`config.mk`:
```
export PLATFORM = sky130hd
export DESIGN_NAME = lcgs_top
export DESIGN_NICKNAME = d
export VERILOG_FILES = /design/src/lcgs_pkg.sv /design/src/lcgs_top.sv /design/src/lcgs_src_sel.sv /design/src/lcgs_gate.sv
export SDC_FILE = /design/constraint.sdc
export NUM_CORES = 1
export LEC_CHECK = 0
export BUFFER_PORTS_ARGS = -buffer_cell sky130_fd_sc_hd__buf_4
export CORE_ASPECT_RATIO = 1.2
export CORE_MARGIN = 3
export CORE_UTILIZATION = 51
export DETAILED_ROUTE_END_ITERATION = 8
export GPL_TIMING_DRIVEN = 0
export HOLD_SLACK_MARGIN = 0.05
export PLACE_DENSITY = 0.73
export SKIP_LAST_GASP = 1
export SYNTH_ARGS = -nofsm -noshare
export SYNTH_HDL_FRONTEND = slang
export SYNTH_HIERARCHICAL = 1
export SYNTH_SLANG_ARGS = --single-unit
```
`constraint.sdc`:
```
create_clock -name clk_i -period 4.1 [get_ports clk_i]
set_input_delay 0.615 -clock clk_i [delete_from_list [all_inputs] [get_ports clk_i]]
set_output_delay 0.615 -clock clk_i [all_outputs]
set_load 0.02 [all_outputs]
```
`src/lcgs_pkg.sv`:
```
package lcgs_pkg;

    // ***************************************************************
    // sizes
    // ***************************************************************
    localparam int NUM_GATES = 4;
    localparam int NUM_DATA = 4;
    localparam int SRC_SEL_W = 5;
    localparam int NUM_SRC = 32;
    localparam int ADDR_W = 8;
    localparam int DATA_W = 32;
    localparam int EN_W = 8;

    // ***************************************************************
    // register byte offsets (one aligned word each)
    // ***************************************************************
    localparam logic [7:0] OFS_GATE_EN_BASE = 8'h00;
    localparam logic [7:0] OFS_POLARITY = 8'h10;
    localparam logic [7:0] OFS_SRC_SEL_BASE = 8'h14;
    localparam logic [7:0] OFS_GATE_STATUS = 8'h24;
    localparam logic [7:0] OFS_STRIDE = 8'h04;

    // ***************************************************************
    // field positions
    // ***************************************************************
    // enable bit 2*d+1 takes true copy of data input d+1, bit 2*d the inverted copy
    localparam int EN_TRUE_OFS = 1;
    localparam int EN_INV_OFS = 0;
    localparam int POL_LSB = 0;
    localparam int STATUS_LSB = 0;

    // ***************************************************************
    // reset values
    // ***************************************************************
    localparam logic [7:0] RST_GATE_EN = 8'h00;
    localparam logic [3:0] RST_POLARITY = 4'h0;
    localparam logic [4:0] RST_SRC_SEL = 5'h00;

    // ***************************************************************
    // carriers
    // ***************************************************************
    typedef struct packed {
        logic [EN_W-1:0] en;
        logic pol;
    } lcgs_gate_cfg_t;

    typedef struct packed {
        logic [ADDR_W-1:0] addr;
        logic write;
        logic [DATA_W-1:0] wdata;
    } lcgs_apb_req_t;

endpackage

```
`src/lcgs_top.sv`:
```
// The implementer's own choices: the placing of the registers and the APB slave port.
module lcgs_top #(
    parameter int NUM_GATES = lcgs_pkg::NUM_GATES,
    parameter int NUM_DATA = lcgs_pkg::NUM_DATA,
    parameter int NUM_SRC = lcgs_pkg::NUM_SRC,
    parameter int SEL_W = lcgs_pkg::SRC_SEL_W
) (
    // clock and reset
    input wire logic clk_i,
    input wire logic rst_n_i,
    // apb slave
    input wire logic psel_i,
    input wire logic penable_i,
    input wire logic pwrite_i,
    input wire logic [lcgs_pkg::ADDR_W-1:0] paddr_i,
    input wire logic [lcgs_pkg::DATA_W-1:0] pwdata_i,
    output logic [lcgs_pkg::DATA_W-1:0] prdata_o,
    output logic pready_o,
    output logic pslverr_o,
    // candidate sources from outside the clock domain
    input wire logic [NUM_SRC-1:0] src_i,
    // gate outputs towards the cell function
    output logic [NUM_GATES-1:0] gate_out_o
);

    // ***************************************************************
    // decode helper
    // ***************************************************************
    function automatic logic word_hit(input logic [lcgs_pkg::ADDR_W-1:0] addr,
                                      input logic [lcgs_pkg::ADDR_W-1:0] base,
                                      input int idx);
        logic [lcgs_pkg::ADDR_W-1:0] target;
        target = base + lcgs_pkg::ADDR_W'(idx) * lcgs_pkg::OFS_STRIDE;
        return addr == target;
    endfunction

    // ***************************************************************
    // reset synchroniser
    // ***************************************************************
    logic [1:0] rst_sync_ff;
    logic rst_n;

    always_ff @(posedge clk_i or negedge rst_n_i)
    begin
        if (!rst_n_i)
            rst_sync_ff <= 2'h0;
        else
            rst_sync_ff <= {rst_sync_ff[0], 1'b1};
    end

    assign rst_n = rst_sync_ff[1];

    // ***************************************************************
    // source synchroniser
    // ***************************************************************
    logic [NUM_SRC-1:0] src_meta_ff;
    logic [NUM_SRC-1:0] src_sync_ff;

    always_ff @(posedge clk_i or negedge rst_n)
    begin
        if (!rst_n)
        begin
            src_meta_ff <= '0;
            src_sync_ff <= '0;
        end
        else
        begin
            src_meta_ff <= src_i;
            src_sync_ff <= src_meta_ff;
        end
    end

    // ***************************************************************
    // apb decode
    // ***************************************************************
    lcgs_pkg::lcgs_apb_req_t req;
    logic setup_phase;
    logic access_done;
    logic wr_stb;
    logic rd_setup;

    logic [NUM_GATES-1:0] gate_en_hit;
    logic [NUM_DATA-1:0] src_sel_hit;
    logic pol_hit;
    logic status_hit;
    logic mapped;
    logic [NUM_GATES-1:0] gate_en_wr;
    logic [NUM_DATA-1:0] src_sel_wr;
    logic pol_wr;

    assign req = '{addr: paddr_i, write: pwrite_i, wdata: pwdata_i};
    assign setup_phase = psel_i & ~penable_i;
    assign access_done = psel_i & penable_i & pready_o;
    assign wr_stb = access_done & req.write;
    assign rd_setup = setup_phase & ~req.write;
    assign pol_hit = word_hit(req.addr, lcgs_pkg::OFS_POLARITY, 0);
    assign status_hit = word_hit(req.addr, lcgs_pkg::OFS_GATE_STATUS, 0);
    assign mapped = (|gate_en_hit) | (|src_sel_hit) | pol_hit | status_hit;

    // writes land only at the edge that closes the access phase;
    // the status word has no write strobe, so writes to it fall away
    assign gate_en_wr = gate_en_hit & {NUM_GATES{wr_stb}};
    assign src_sel_wr = src_sel_hit & {NUM_DATA{wr_stb}};
    assign pol_wr = pol_hit & wr_stb;

    // ***************************************************************
    // register storage and read words
    // ***************************************************************
    logic [lcgs_pkg::EN_W-1:0] gate_en_ff [NUM_GATES];
    logic [lcgs_pkg::EN_W-1:0] nxt_gate_en [NUM_GATES];
    logic [SEL_W-1:0] src_sel_ff [NUM_DATA];
    logic [SEL_W-1:0] nxt_src_sel [NUM_DATA];
    logic [NUM_GATES-1:0] polarity_ff;
    logic [NUM_GATES-1:0] nxt_polarity;

    logic [lcgs_pkg::DATA_W-1:0] rd_gate [NUM_GATES];
    logic [lcgs_pkg::DATA_W-1:0] rd_src [NUM_DATA];
    logic [lcgs_pkg::DATA_W-1:0] gate_acc [NUM_GATES+1];
    logic [lcgs_pkg::DATA_W-1:0] src_acc [NUM_DATA+1];

    // read words are or-ed together; at most one hit is high
    assign gate_acc[0] = '0;
    assign src_acc[0] = '0;

    // ***************************************************************
    // gate enable registers
    // ***************************************************************
    genvar g;
    generate
        for (g = 0; g < NUM_GATES; g++)
        begin : g_gate_reg
            assign gate_en_hit[g] = word_hit(req.addr, lcgs_pkg::OFS_GATE_EN_BASE, g);

            // one register per gate, same bit arrangement for all four
            assign nxt_gate_en[g] = gate_en_wr[g] ?
                req.wdata[lcgs_pkg::EN_W-1:0] : gate_en_ff[g];

            always_ff @(posedge clk_i or negedge rst_n)
            begin
                if (!rst_n)
                    gate_en_ff[g] <= lcgs_pkg::RST_GATE_EN;
                else
                    gate_en_ff[g] <= nxt_gate_en[g];
            end

            assign rd_gate[g] = gate_en_hit[g] ?
                {{(lcgs_pkg::DATA_W-lcgs_pkg::EN_W){1'h0}}, gate_en_ff[g]} : '0;
            assign gate_acc[g+1] = gate_acc[g] | rd_gate[g];
        end
    endgenerate

    // ***************************************************************
    // source select registers
    // ***************************************************************
    genvar d;
    generate
        for (d = 0; d < NUM_DATA; d++)
        begin : g_sel_reg
            // each data input keeps its own selector
            assign src_sel_hit[d] = word_hit(req.addr, lcgs_pkg::OFS_SRC_SEL_BASE, d);
            assign nxt_src_sel[d] = src_sel_wr[d] ? req.wdata[SEL_W-1:0] : src_sel_ff[d];

            always_ff @(posedge clk_i or negedge rst_n)
            begin
                if (!rst_n)
                    src_sel_ff[d] <= lcgs_pkg::RST_SRC_SEL;
                else
                    src_sel_ff[d] <= nxt_src_sel[d];
            end

            assign rd_src[d] = src_sel_hit[d] ? {{(lcgs_pkg::DATA_W-SEL_W){1'h0}}, src_sel_ff[d]} : '0;
            assign src_acc[d+1] = src_acc[d] | rd_src[d];
        end
    endgenerate

    // ***************************************************************
    // polarity register
    // ***************************************************************
    // bit g inverts gate g+1 on its way to the cell function
    assign nxt_polarity = pol_wr ? req.wdata[lcgs_pkg::POL_LSB +: NUM_GATES] : polarity_ff;

    always_ff @(posedge clk_i or negedge rst_n)
    begin
        if (!rst_n)
            polarity_ff <= lcgs_pkg::RST_POLARITY;
        else
            polarity_ff <= nxt_polarity;
    end

    // ***************************************************************
    // data input selection
    // ***************************************************************
    logic [NUM_DATA-1:0] data_in;

    // only synchronised candidates reach the gates
    generate
        for (d = 0; d < NUM_DATA; d++)
        begin : g_data
            lcgs_src_sel #(
                .NUM_SRC(NUM_SRC),
                .SEL_W(SEL_W)
            ) i_lcgs_src_sel (
                .src_i(src_sync_ff),
                .sel_i(src_sel_ff[d]),
                .data_o(data_in[d])
            );
        end
    endgenerate

    // ***************************************************************
    // gates
    // ***************************************************************
    lcgs_pkg::lcgs_gate_cfg_t gate_cfg [NUM_GATES];
    logic [NUM_GATES-1:0] gate_comb;

    generate
        for (g = 0; g < NUM_GATES; g++)
        begin : g_gate
            assign gate_cfg[g] = '{en: gate_en_ff[g], pol: polarity_ff[g]};

            lcgs_gate #(
                .NUM_DATA(NUM_DATA)
            ) i_lcgs_gate (
                .data_i(data_in),
                .cfg_i(gate_cfg[g]),
                .gate_o(gate_comb[g])
            );
        end
    endgenerate

    // ***************************************************************
    // read mux
    // ***************************************************************
    logic [lcgs_pkg::DATA_W-1:0] rd_pol;
    logic [lcgs_pkg::DATA_W-1:0] rd_status;
    logic [lcgs_pkg::DATA_W-1:0] rd_data;

    assign rd_pol = pol_hit ?
        {{(lcgs_pkg::DATA_W-NUM_GATES){1'h0}}, polarity_ff} << lcgs_pkg::POL_LSB : '0;
    // status shows the registered gate outputs, as the cell function sees them
    assign rd_status = status_hit ?
        {{(lcgs_pkg::DATA_W-NUM_GATES){1'h0}}, gate_out_o} << lcgs_pkg::STATUS_LSB : '0;
    assign rd_data = gate_acc[NUM_GATES] | src_acc[NUM_DATA] | rd_pol | rd_status;

    // ***************************************************************
    // apb answer and gate outputs
    // ***************************************************************
    logic nxt_pready;
    logic nxt_pslverr;
    logic [lcgs_pkg::DATA_W-1:0] nxt_prdata;
    logic [NUM_GATES-1:0] nxt_gate_out;

    // zero wait states: the answer stands for the one access cycle only
    assign nxt_pready = setup_phase;
    // unmapped addresses answer with an error and no data
    assign nxt_pslverr = setup_phase & ~mapped;
    assign nxt_prdata = rd_setup ? rd_data : '0;
    assign nxt_gate_out = gate_comb;

    always_ff @(posedge clk_i or negedge rst_n)
    begin
        if (!rst_n)
            pready_o <= 1'h0;
        else
            pready_o <= nxt_pready;
    end

    always_ff @(posedge clk_i or negedge rst_n)
    begin
        if (!rst_n)
            pslverr_o <= 1'h0;
        else
            pslverr_o <= nxt_pslverr;
    end

    always_ff @(posedge clk_i or negedge rst_n)
    begin
        if (!rst_n)
            prdata_o <= '0;
        else
            prdata_o <= nxt_prdata;
    end

    // gate outputs leave through a flip-flop like every other output
    always_ff @(posedge clk_i or negedge rst_n)
    begin
        if (!rst_n)
            gate_out_o <= '0;
        else
            gate_out_o <= nxt_gate_out;
    end

endmodule // lcgs_top

```
`src/lcgs_src_sel.sv`:
```
// picks one of the candidate sources for one data input
module lcgs_src_sel #(
    parameter int NUM_SRC = 32,
    parameter int SEL_W = 5
) (
    // candidates
    input wire logic [NUM_SRC-1:0] src_i,
    // selection
    input wire logic [SEL_W-1:0] sel_i,
    // chosen data input
    output logic data_o
);

    assign data_o = src_i[sel_i];

endmodule // lcgs_src_sel

```
`src/lcgs_gate.sv`:
```
// one gate: or of the enabled true/inverted copies, then polarity
module lcgs_gate #(
    parameter int NUM_DATA = 4
) (
    // data inputs 1..NUM_DATA in bits 0..NUM_DATA-1
    input wire logic [NUM_DATA-1:0] data_i,
    // enables and polarity
    input wire lcgs_pkg::lcgs_gate_cfg_t cfg_i,
    // gate result after polarity
    output logic gate_o
);

    logic [2*NUM_DATA-1:0] copies;
    logic gate_raw;

    genvar d;
    generate
        for (d = 0; d < NUM_DATA; d++)
        begin : g_copy
            assign copies[2*d+lcgs_pkg::EN_TRUE_OFS] = data_i[d];
            assign copies[2*d+lcgs_pkg::EN_INV_OFS] = ~data_i[d];
        end
    endgenerate

    // disabled copies drop out; nothing enabled gives zero
    assign gate_raw = |(copies & cfg_i.en);
    assign gate_o = gate_raw ^ cfg_i.pol;

endmodule // lcgs_gate

```
# Word level (Yosys, flattened, before mapping)

Cells that the tools add are included.

Order comparisons: 4
Multiplexer cells: 19
Bitwise gates (word level): 36
Reduce and logical (&&, ||, !) cells: 7
Equal/unequal tests: 9

Operators by type and width:

| operator                                            | number |
|---|---|
| bitwise OR 32 bit                                   | 2 |
| AND 8 bit                                           | 4 |
| equality test 8 x 5 -> 1 bit, second input constant | 4 |
| 2-to-1 mux 32 bit                                   | 1 |
| 2-to-1 mux 8 bit                                    | 4 |
| bitwise OR 32 x 4 -> 32 bit                         | 1 |
| OR reduction 8 bit                                  | 4 |
| < comparator 5 x 6 -> 1 bit, second input constant  | 4 |
| bitwise OR 8 bit                                    | 3 |
| binary-select mux 1 bit (select 5 bit)              | 4 |
| 2-to-1 mux 5 bit                                    | 4 |
| equality test 8 x 4 -> 1 bit, second input constant | 2 |
| equality test 8 x 6 -> 1 bit, second input constant | 2 |
| bitwise OR 5 bit                                    | 3 |
| AND 4 bit                                           | 2 |
| equality test 8 x 3 -> 1 bit, second input constant | 1 |
| zero test 8 bit                                     | 1 |
| 2-to-1 mux 4 bit                                    | 2 |
| OR reduction 4 bit                                  | 2 |
| AND 1 bit                                           | 7 |
| NOT 1 bit                                           | 7 |
| 2-to-1 mux 1 bit                                    | 4 |
| XOR 1 bit                                           | 4 |
| bitwise OR 1 bit                                    | 3 |

Input bits: 77
Output and inout port bits: 38
Bits in registers: 160

# Logic depth before layout (Yosys ltp)

Depth after elaboration: 9
Gate-level depth with buffers: 10
Mapped depth without buffers: 8

# Cells and area by module

The synthesis kept the hierarchy.

Modules (own cells, without submodules):

| module       | instances | cells each | area each (µm²) | seq. area each (µm²) |
|---|---|---|---|---|
| lcgs_top     | 1         | 327        | 5081.1          | 3403.3 |
| lcgs_src_sel | 4         | 41         | 325.3           | 0.0 |
| lcgs_gate    | 4         | 6          | 55.1            | 0.0 |

# Worst setup path before layout

OpenSTA, ideal clock, no wires.

Path type: input-to-reg
Start: in paddr_i[4] (netlist bit)
End: reg gate_en_ff (netlist bit gate_cfg[28])
Slack: 1908 ps
Arrival: 2068 ps
Stages: 5
Buffers on the path: 1
Data required time: 3975 ps
Cell sequence: buf_6 -> or4_4 -> or2_4 -> nor2_8 -> mux2_2

Longest elaborated chain between the ends: 2

RTL lines:

| what                            | RTL line        | source |
|---|---|---|
| from (decl)                     | lcgs_top.sv:15  | `input wire logic [lcgs_pkg::ADDR_W-1:0] paddr_i,` |
| zero test 8 bit                 | lcgs_top.sv:34  | `return addr == target;` |
| AND 4 bit                       | lcgs_top.sv:102 | `assign gate_en_wr = gate_en_hit & {NUM_GATES{wr_stb}};` |
| to (signal, indexed assignment) | lcgs_top.sv:141 | `gate_en_ff[g] <= lcgs_pkg::RST_GATE_EN;` |
| to (signal, indexed assignment) | lcgs_top.sv:143 | `gate_en_ff[g] <= nxt_gate_en[g];` |
| to (decl)                       | lcgs_top.sv:109 | `logic [lcgs_pkg::EN_W-1:0] gate_en_ff [NUM_GATES];` |

Every way passes these cells.
A chain may end at the register's enable or synchronous reset.

# Worst setup path in the final report

Start: reg src_sel_ff[7] (netlist bit)
End: reg gate_out_o[2]

Longest elaborated chain between the ends: 6

RTL lines:

| what                                       | RTL line           | source |
|---|---|---|
| from (decl)                                | lcgs_top.sv:111    | `logic [SEL_W-1:0] src_sel_ff [NUM_DATA];` |
| from (signal, indexed assignment)          | lcgs_top.sv:166    | `src_sel_ff[d] <= lcgs_pkg::RST_SRC_SEL;` |
| from (signal, indexed assignment)          | lcgs_top.sv:168    | `src_sel_ff[d] <= nxt_src_sel[d];` |
| binary-select mux 1 bit (select 5 bit) (*) | lcgs_src_sel.sv:14 | `assign data_o = src_i[sel_i];` |
| 2-to-1 mux 1 bit (not written as such) (*) | lcgs_src_sel.sv:14 |  |
| via data_in[2]                             | lcgs_top.sv:193    | `logic [NUM_DATA-1:0] data_in;` |
| NOT 1 bit                                  | lcgs_gate.sv:21    | `assign copies[2*d+lcgs_pkg::EN_INV_OFS] = ~data_i[d];` |
| AND 8 bit (*)                              | lcgs_gate.sv:26    | `assign gate_raw = \|(copies & cfg_i.en);` |
| OR reduction 8 bit (*)                     | lcgs_gate.sv:26    |  |
| XOR 1 bit (*)                              | lcgs_gate.sv:27    | `assign gate_o = gate_raw ^ cfg_i.pol;` |
| via gate_comb[2]                           | lcgs_top.sv:214    | `logic [NUM_GATES-1:0] gate_comb;` |
| to (signal assigned)                       | lcgs_top.sv:290    | `gate_out_o <= nxt_gate_out;` |
| to (decl)                                  | lcgs_top.sv:23     | `output logic [NUM_GATES-1:0] gate_out_o` |

Mark *: on every way through the listed nets, which the timed path passes. The rest lies on a longest branch. The select of a mux whose other input is x is not followed.

==> results.ini <==
[drt]
via_per_inst = 5.690
drt_pass1_iterations = 5
wire_per_inst_um = 19.69
postRouteAntennaNets = 0
drt_iter0_markers = 304
num_vias = 4546
drt-total-wl_um = 15740
drc = 0

[synth]
yosysTopAreaCell = dfrtp_1
yosys.area_share.adder = 0
synth.most_common_cell = dfrtp_1
ys_seq_area_frac = 0.5154
syn-instance-count = 515
synth_area_um2 = 6603
postSynthAreaPerCell_um2 = 12.82
yosys-mux-area-fraction = 0.2517
synth_compound_area_frac = 0.06841
async_reset_ff_frac = 1.000
synth_enable_flop_cells = 0
synth.top_cells.by_count = dfrtp_1, mux2i_1, mux2_2
yosysWarnings = 6
ys_seq_elements = 136
synth_area_leaders = dfrtp_1, mux2i_1, mux2_2
synthXorXnorAreaFrac = 0.005306
synthSimpleGateAreaFrac = 0.1050
synth_top_flop_cell = dfrtp_1
synth_top_family_by_area = multiplexers
yosysUniqueCellTypes = 55
synth_top_area_frac = 0.5154

[setup_path]
critical_path.slowest_cell = dfrtp_1
path_cells = and2b_1 > a22oi_1 > nand4b_1 > a21oi_1 > a311o_1 > mux2i_1 > nand4_1 > xor2_1
cp.required_ns = 4.41
cp_max_fo = 6
cpPeakStageDelay_ns = 0.45
path_delay_family = compound AO/OA/AOI/OAI gates
crit_type = reg -> reg
r2r_slack_ns = 1.70
rr_worst_depth = 8
r2r-start = src_sel_ff[7]
worst_setup_path_end_kind = register
arrival_ns = 2.71
cp_num_buf_inv = 0
r2r-end = gate_out_o[2]
startpoint_type = register

[clocking]
cts_tree = yes
numCtsBuffers = 17
clock-root-buffer = clkbuf_16
clock_sinks = 136
cts_resized = 0
clock_latency_ns = 0.42
cts_buffer_depth = 2
ctsHtreeMaxLevel = 4
clk_pin_slew_ns = 0.06

[layout]
utilization = 0.6475
drive_gt1_frac = 0.3354
n_antenna_cell = 0
area_growth_pct = 21.47
nets = 702

[sta]
maxSlewHeadroom = 0.5732
worst-slew-pin-transition_ns = 0.6401
period_share = 0.5855
min_period_ns = 2.400
hold_ws_ns = 0.2955
max_freq_ghz = 0.4166
setup_violations = 0
setup-tns-final_ns = 0
rsz0062_at_grt = no
slew_viol_final = 0
hold_violations = 0
clock-skew-final_ns = 0.01053

[die]
io_pins = 115
dieArea_um2 = 14350
coreArea_um2 = 12390
rows = 44
die_h_um = 130.6
fp.dieW_um = 109.9
initial_core_util = 0.5330

[power_and_ir_drop]
power_density_nw_per_um2 = 383.9
p_total_mw = 3.079
power.leakage_nw = 3.664
ir_drop_mv = 0.2734

[run]
maxCapViolCount = 0

[global_route]
grt_pass1_vias = 4504
grt_max_degree = 56
overflow = 0
grt_pass1_wl_um = 24460
grt_use_total = 0.2314
grt_antenna_before_repair = 0

[run_status]
status = completed

[placement]
portBuffers = 65
place_congestion = 0.9274
dp_hpwl_um = 11660

[worst_hold_path]
min_to = src_meta_ff[8]
min_path_type = in -> reg
hold_start = src_i[8]
whs_path_depth = 1

per-layer routing:
| layer | wire length [µm] | part of all wire | track usage |
|---|---|---|---|
| met1 | 7064 | 0.45 | 0.3304 |
| met2 | 7549 | 0.48 | 0.3514 |
| met3 | 835 | 0.053 | 0.04423 |
| met4 | 285 | 0.018 | 0.08804 |
| met5 | 0 | 0 | 0 |
through the flow:
| stage | cell area, µm² | setup slack [ns] | std cells |
|---|---|---|---|
| 2_1_floorplan | 6689 | 0.03030 | 538 |
| 3_3_place_gp | 7378 | -1.011 | 764 |
| 3_5_place_dp | 7430 | 1.722 | 766 |
| 4_1_cts | 8020 | 1.699 | 799 |
| 5_1_grt | 8020 | 1.572 | 799 |
| 6_report | 8020 | 1.700 | 799 |
cell type report:
| type | count | area (µm²) |
|---|---|---|
| clock buffer | 17 | 425.4 |
| fill | 944 | 4367 |
| timing repair buffer | 68 | 545.5 |
| multi-input combinational | 361 | 2935 |
| inverter | 1 | 3.754 |
| clock inverter | 15 | 155.1 |
| tap | 161 | 201.4 |
| buffer | 40 | 346.6 |
| sequential | 136 | 3407 |
placed cells by master, fill, tap and decap left out, drive strengths merged, types with 8 or more instances in the layout:
master	instances
a21oi	16
a22oi	19
buf	105
clkbuf	19
conb	25
dfrtp	136
inv	9
mux2	60
mux2i	94
nand2	30
nand3	11
nand4	8
nor2	18
flip-flops by register name, summed over array words and instances (netlist names), 2 cells and up:
signal       count
polarity_ff      4
src_meta_ff     32
rst_sync_ff      2
gate_cfg        32
src_sync_ff     32
src_sel_ff      20
prdata_o         8
gate_out_o       4
power by group:
group | internal (mW) | total [mW] | switching, mW
registers | 1.38 | 1.42 | 0.0356
clock network | 0.809 | 1.46 | 0.650
logic | 0.0912 | 0.205 | 0.114
total | 2.28 | 3.08 | 0.799
logic make-up after synthesis:
group                     Yosys count
muxes                             156
DFF                               136
and+or+nand+nor                   112
AOI/OAI and AO/OA                  64
buffers and inverters              41
xor gates and xnor gates            4
other                               2
worst register-to-register path: stages, from the launching register on:
cell and delay, ns:
dfrtp_1 0.45, and2b_1 0.26, a22oi_1 0.34, nand4b_1 0.16, a21oi_1 0.15, a311o_1 0.34
mux2i_1 0.23, nand4_1 0.18, xor2_1 0.18
worst max-delay path by stage:
| stage | cells after the start | from | endpoint | slack (ns) |
|---|---|---|---|---|
| after floorplan | 0 | rst_sync_ff[1] | gate_cfg[10] | 0.03 |
| after global placement | 0 | rst_sync_ff[1] | src_meta_ff[19] | -1.01 |
| after detailed placement | 8 | src_sel_ff[2] | gate_out_o[1] | 1.72 |
| after CTS | 8 | src_sel_ff[2] | gate_out_o[1] | 1.70 |
| after global routing | 8 | src_sel_ff[7] | gate_out_o[2] | 1.57 |
| final | 8 | src_sel_ff[7] | gate_out_o[2] | 1.70 |
repair_timing:
| action | CTS | global route |
|---|---|---|
| hold buffers | 1 | 0 |
| setup buffers | 0 | 0 |
| hold endpoints to repair | 2 | 0 |
Note: power is estimated with default switching activity, not from simulation.
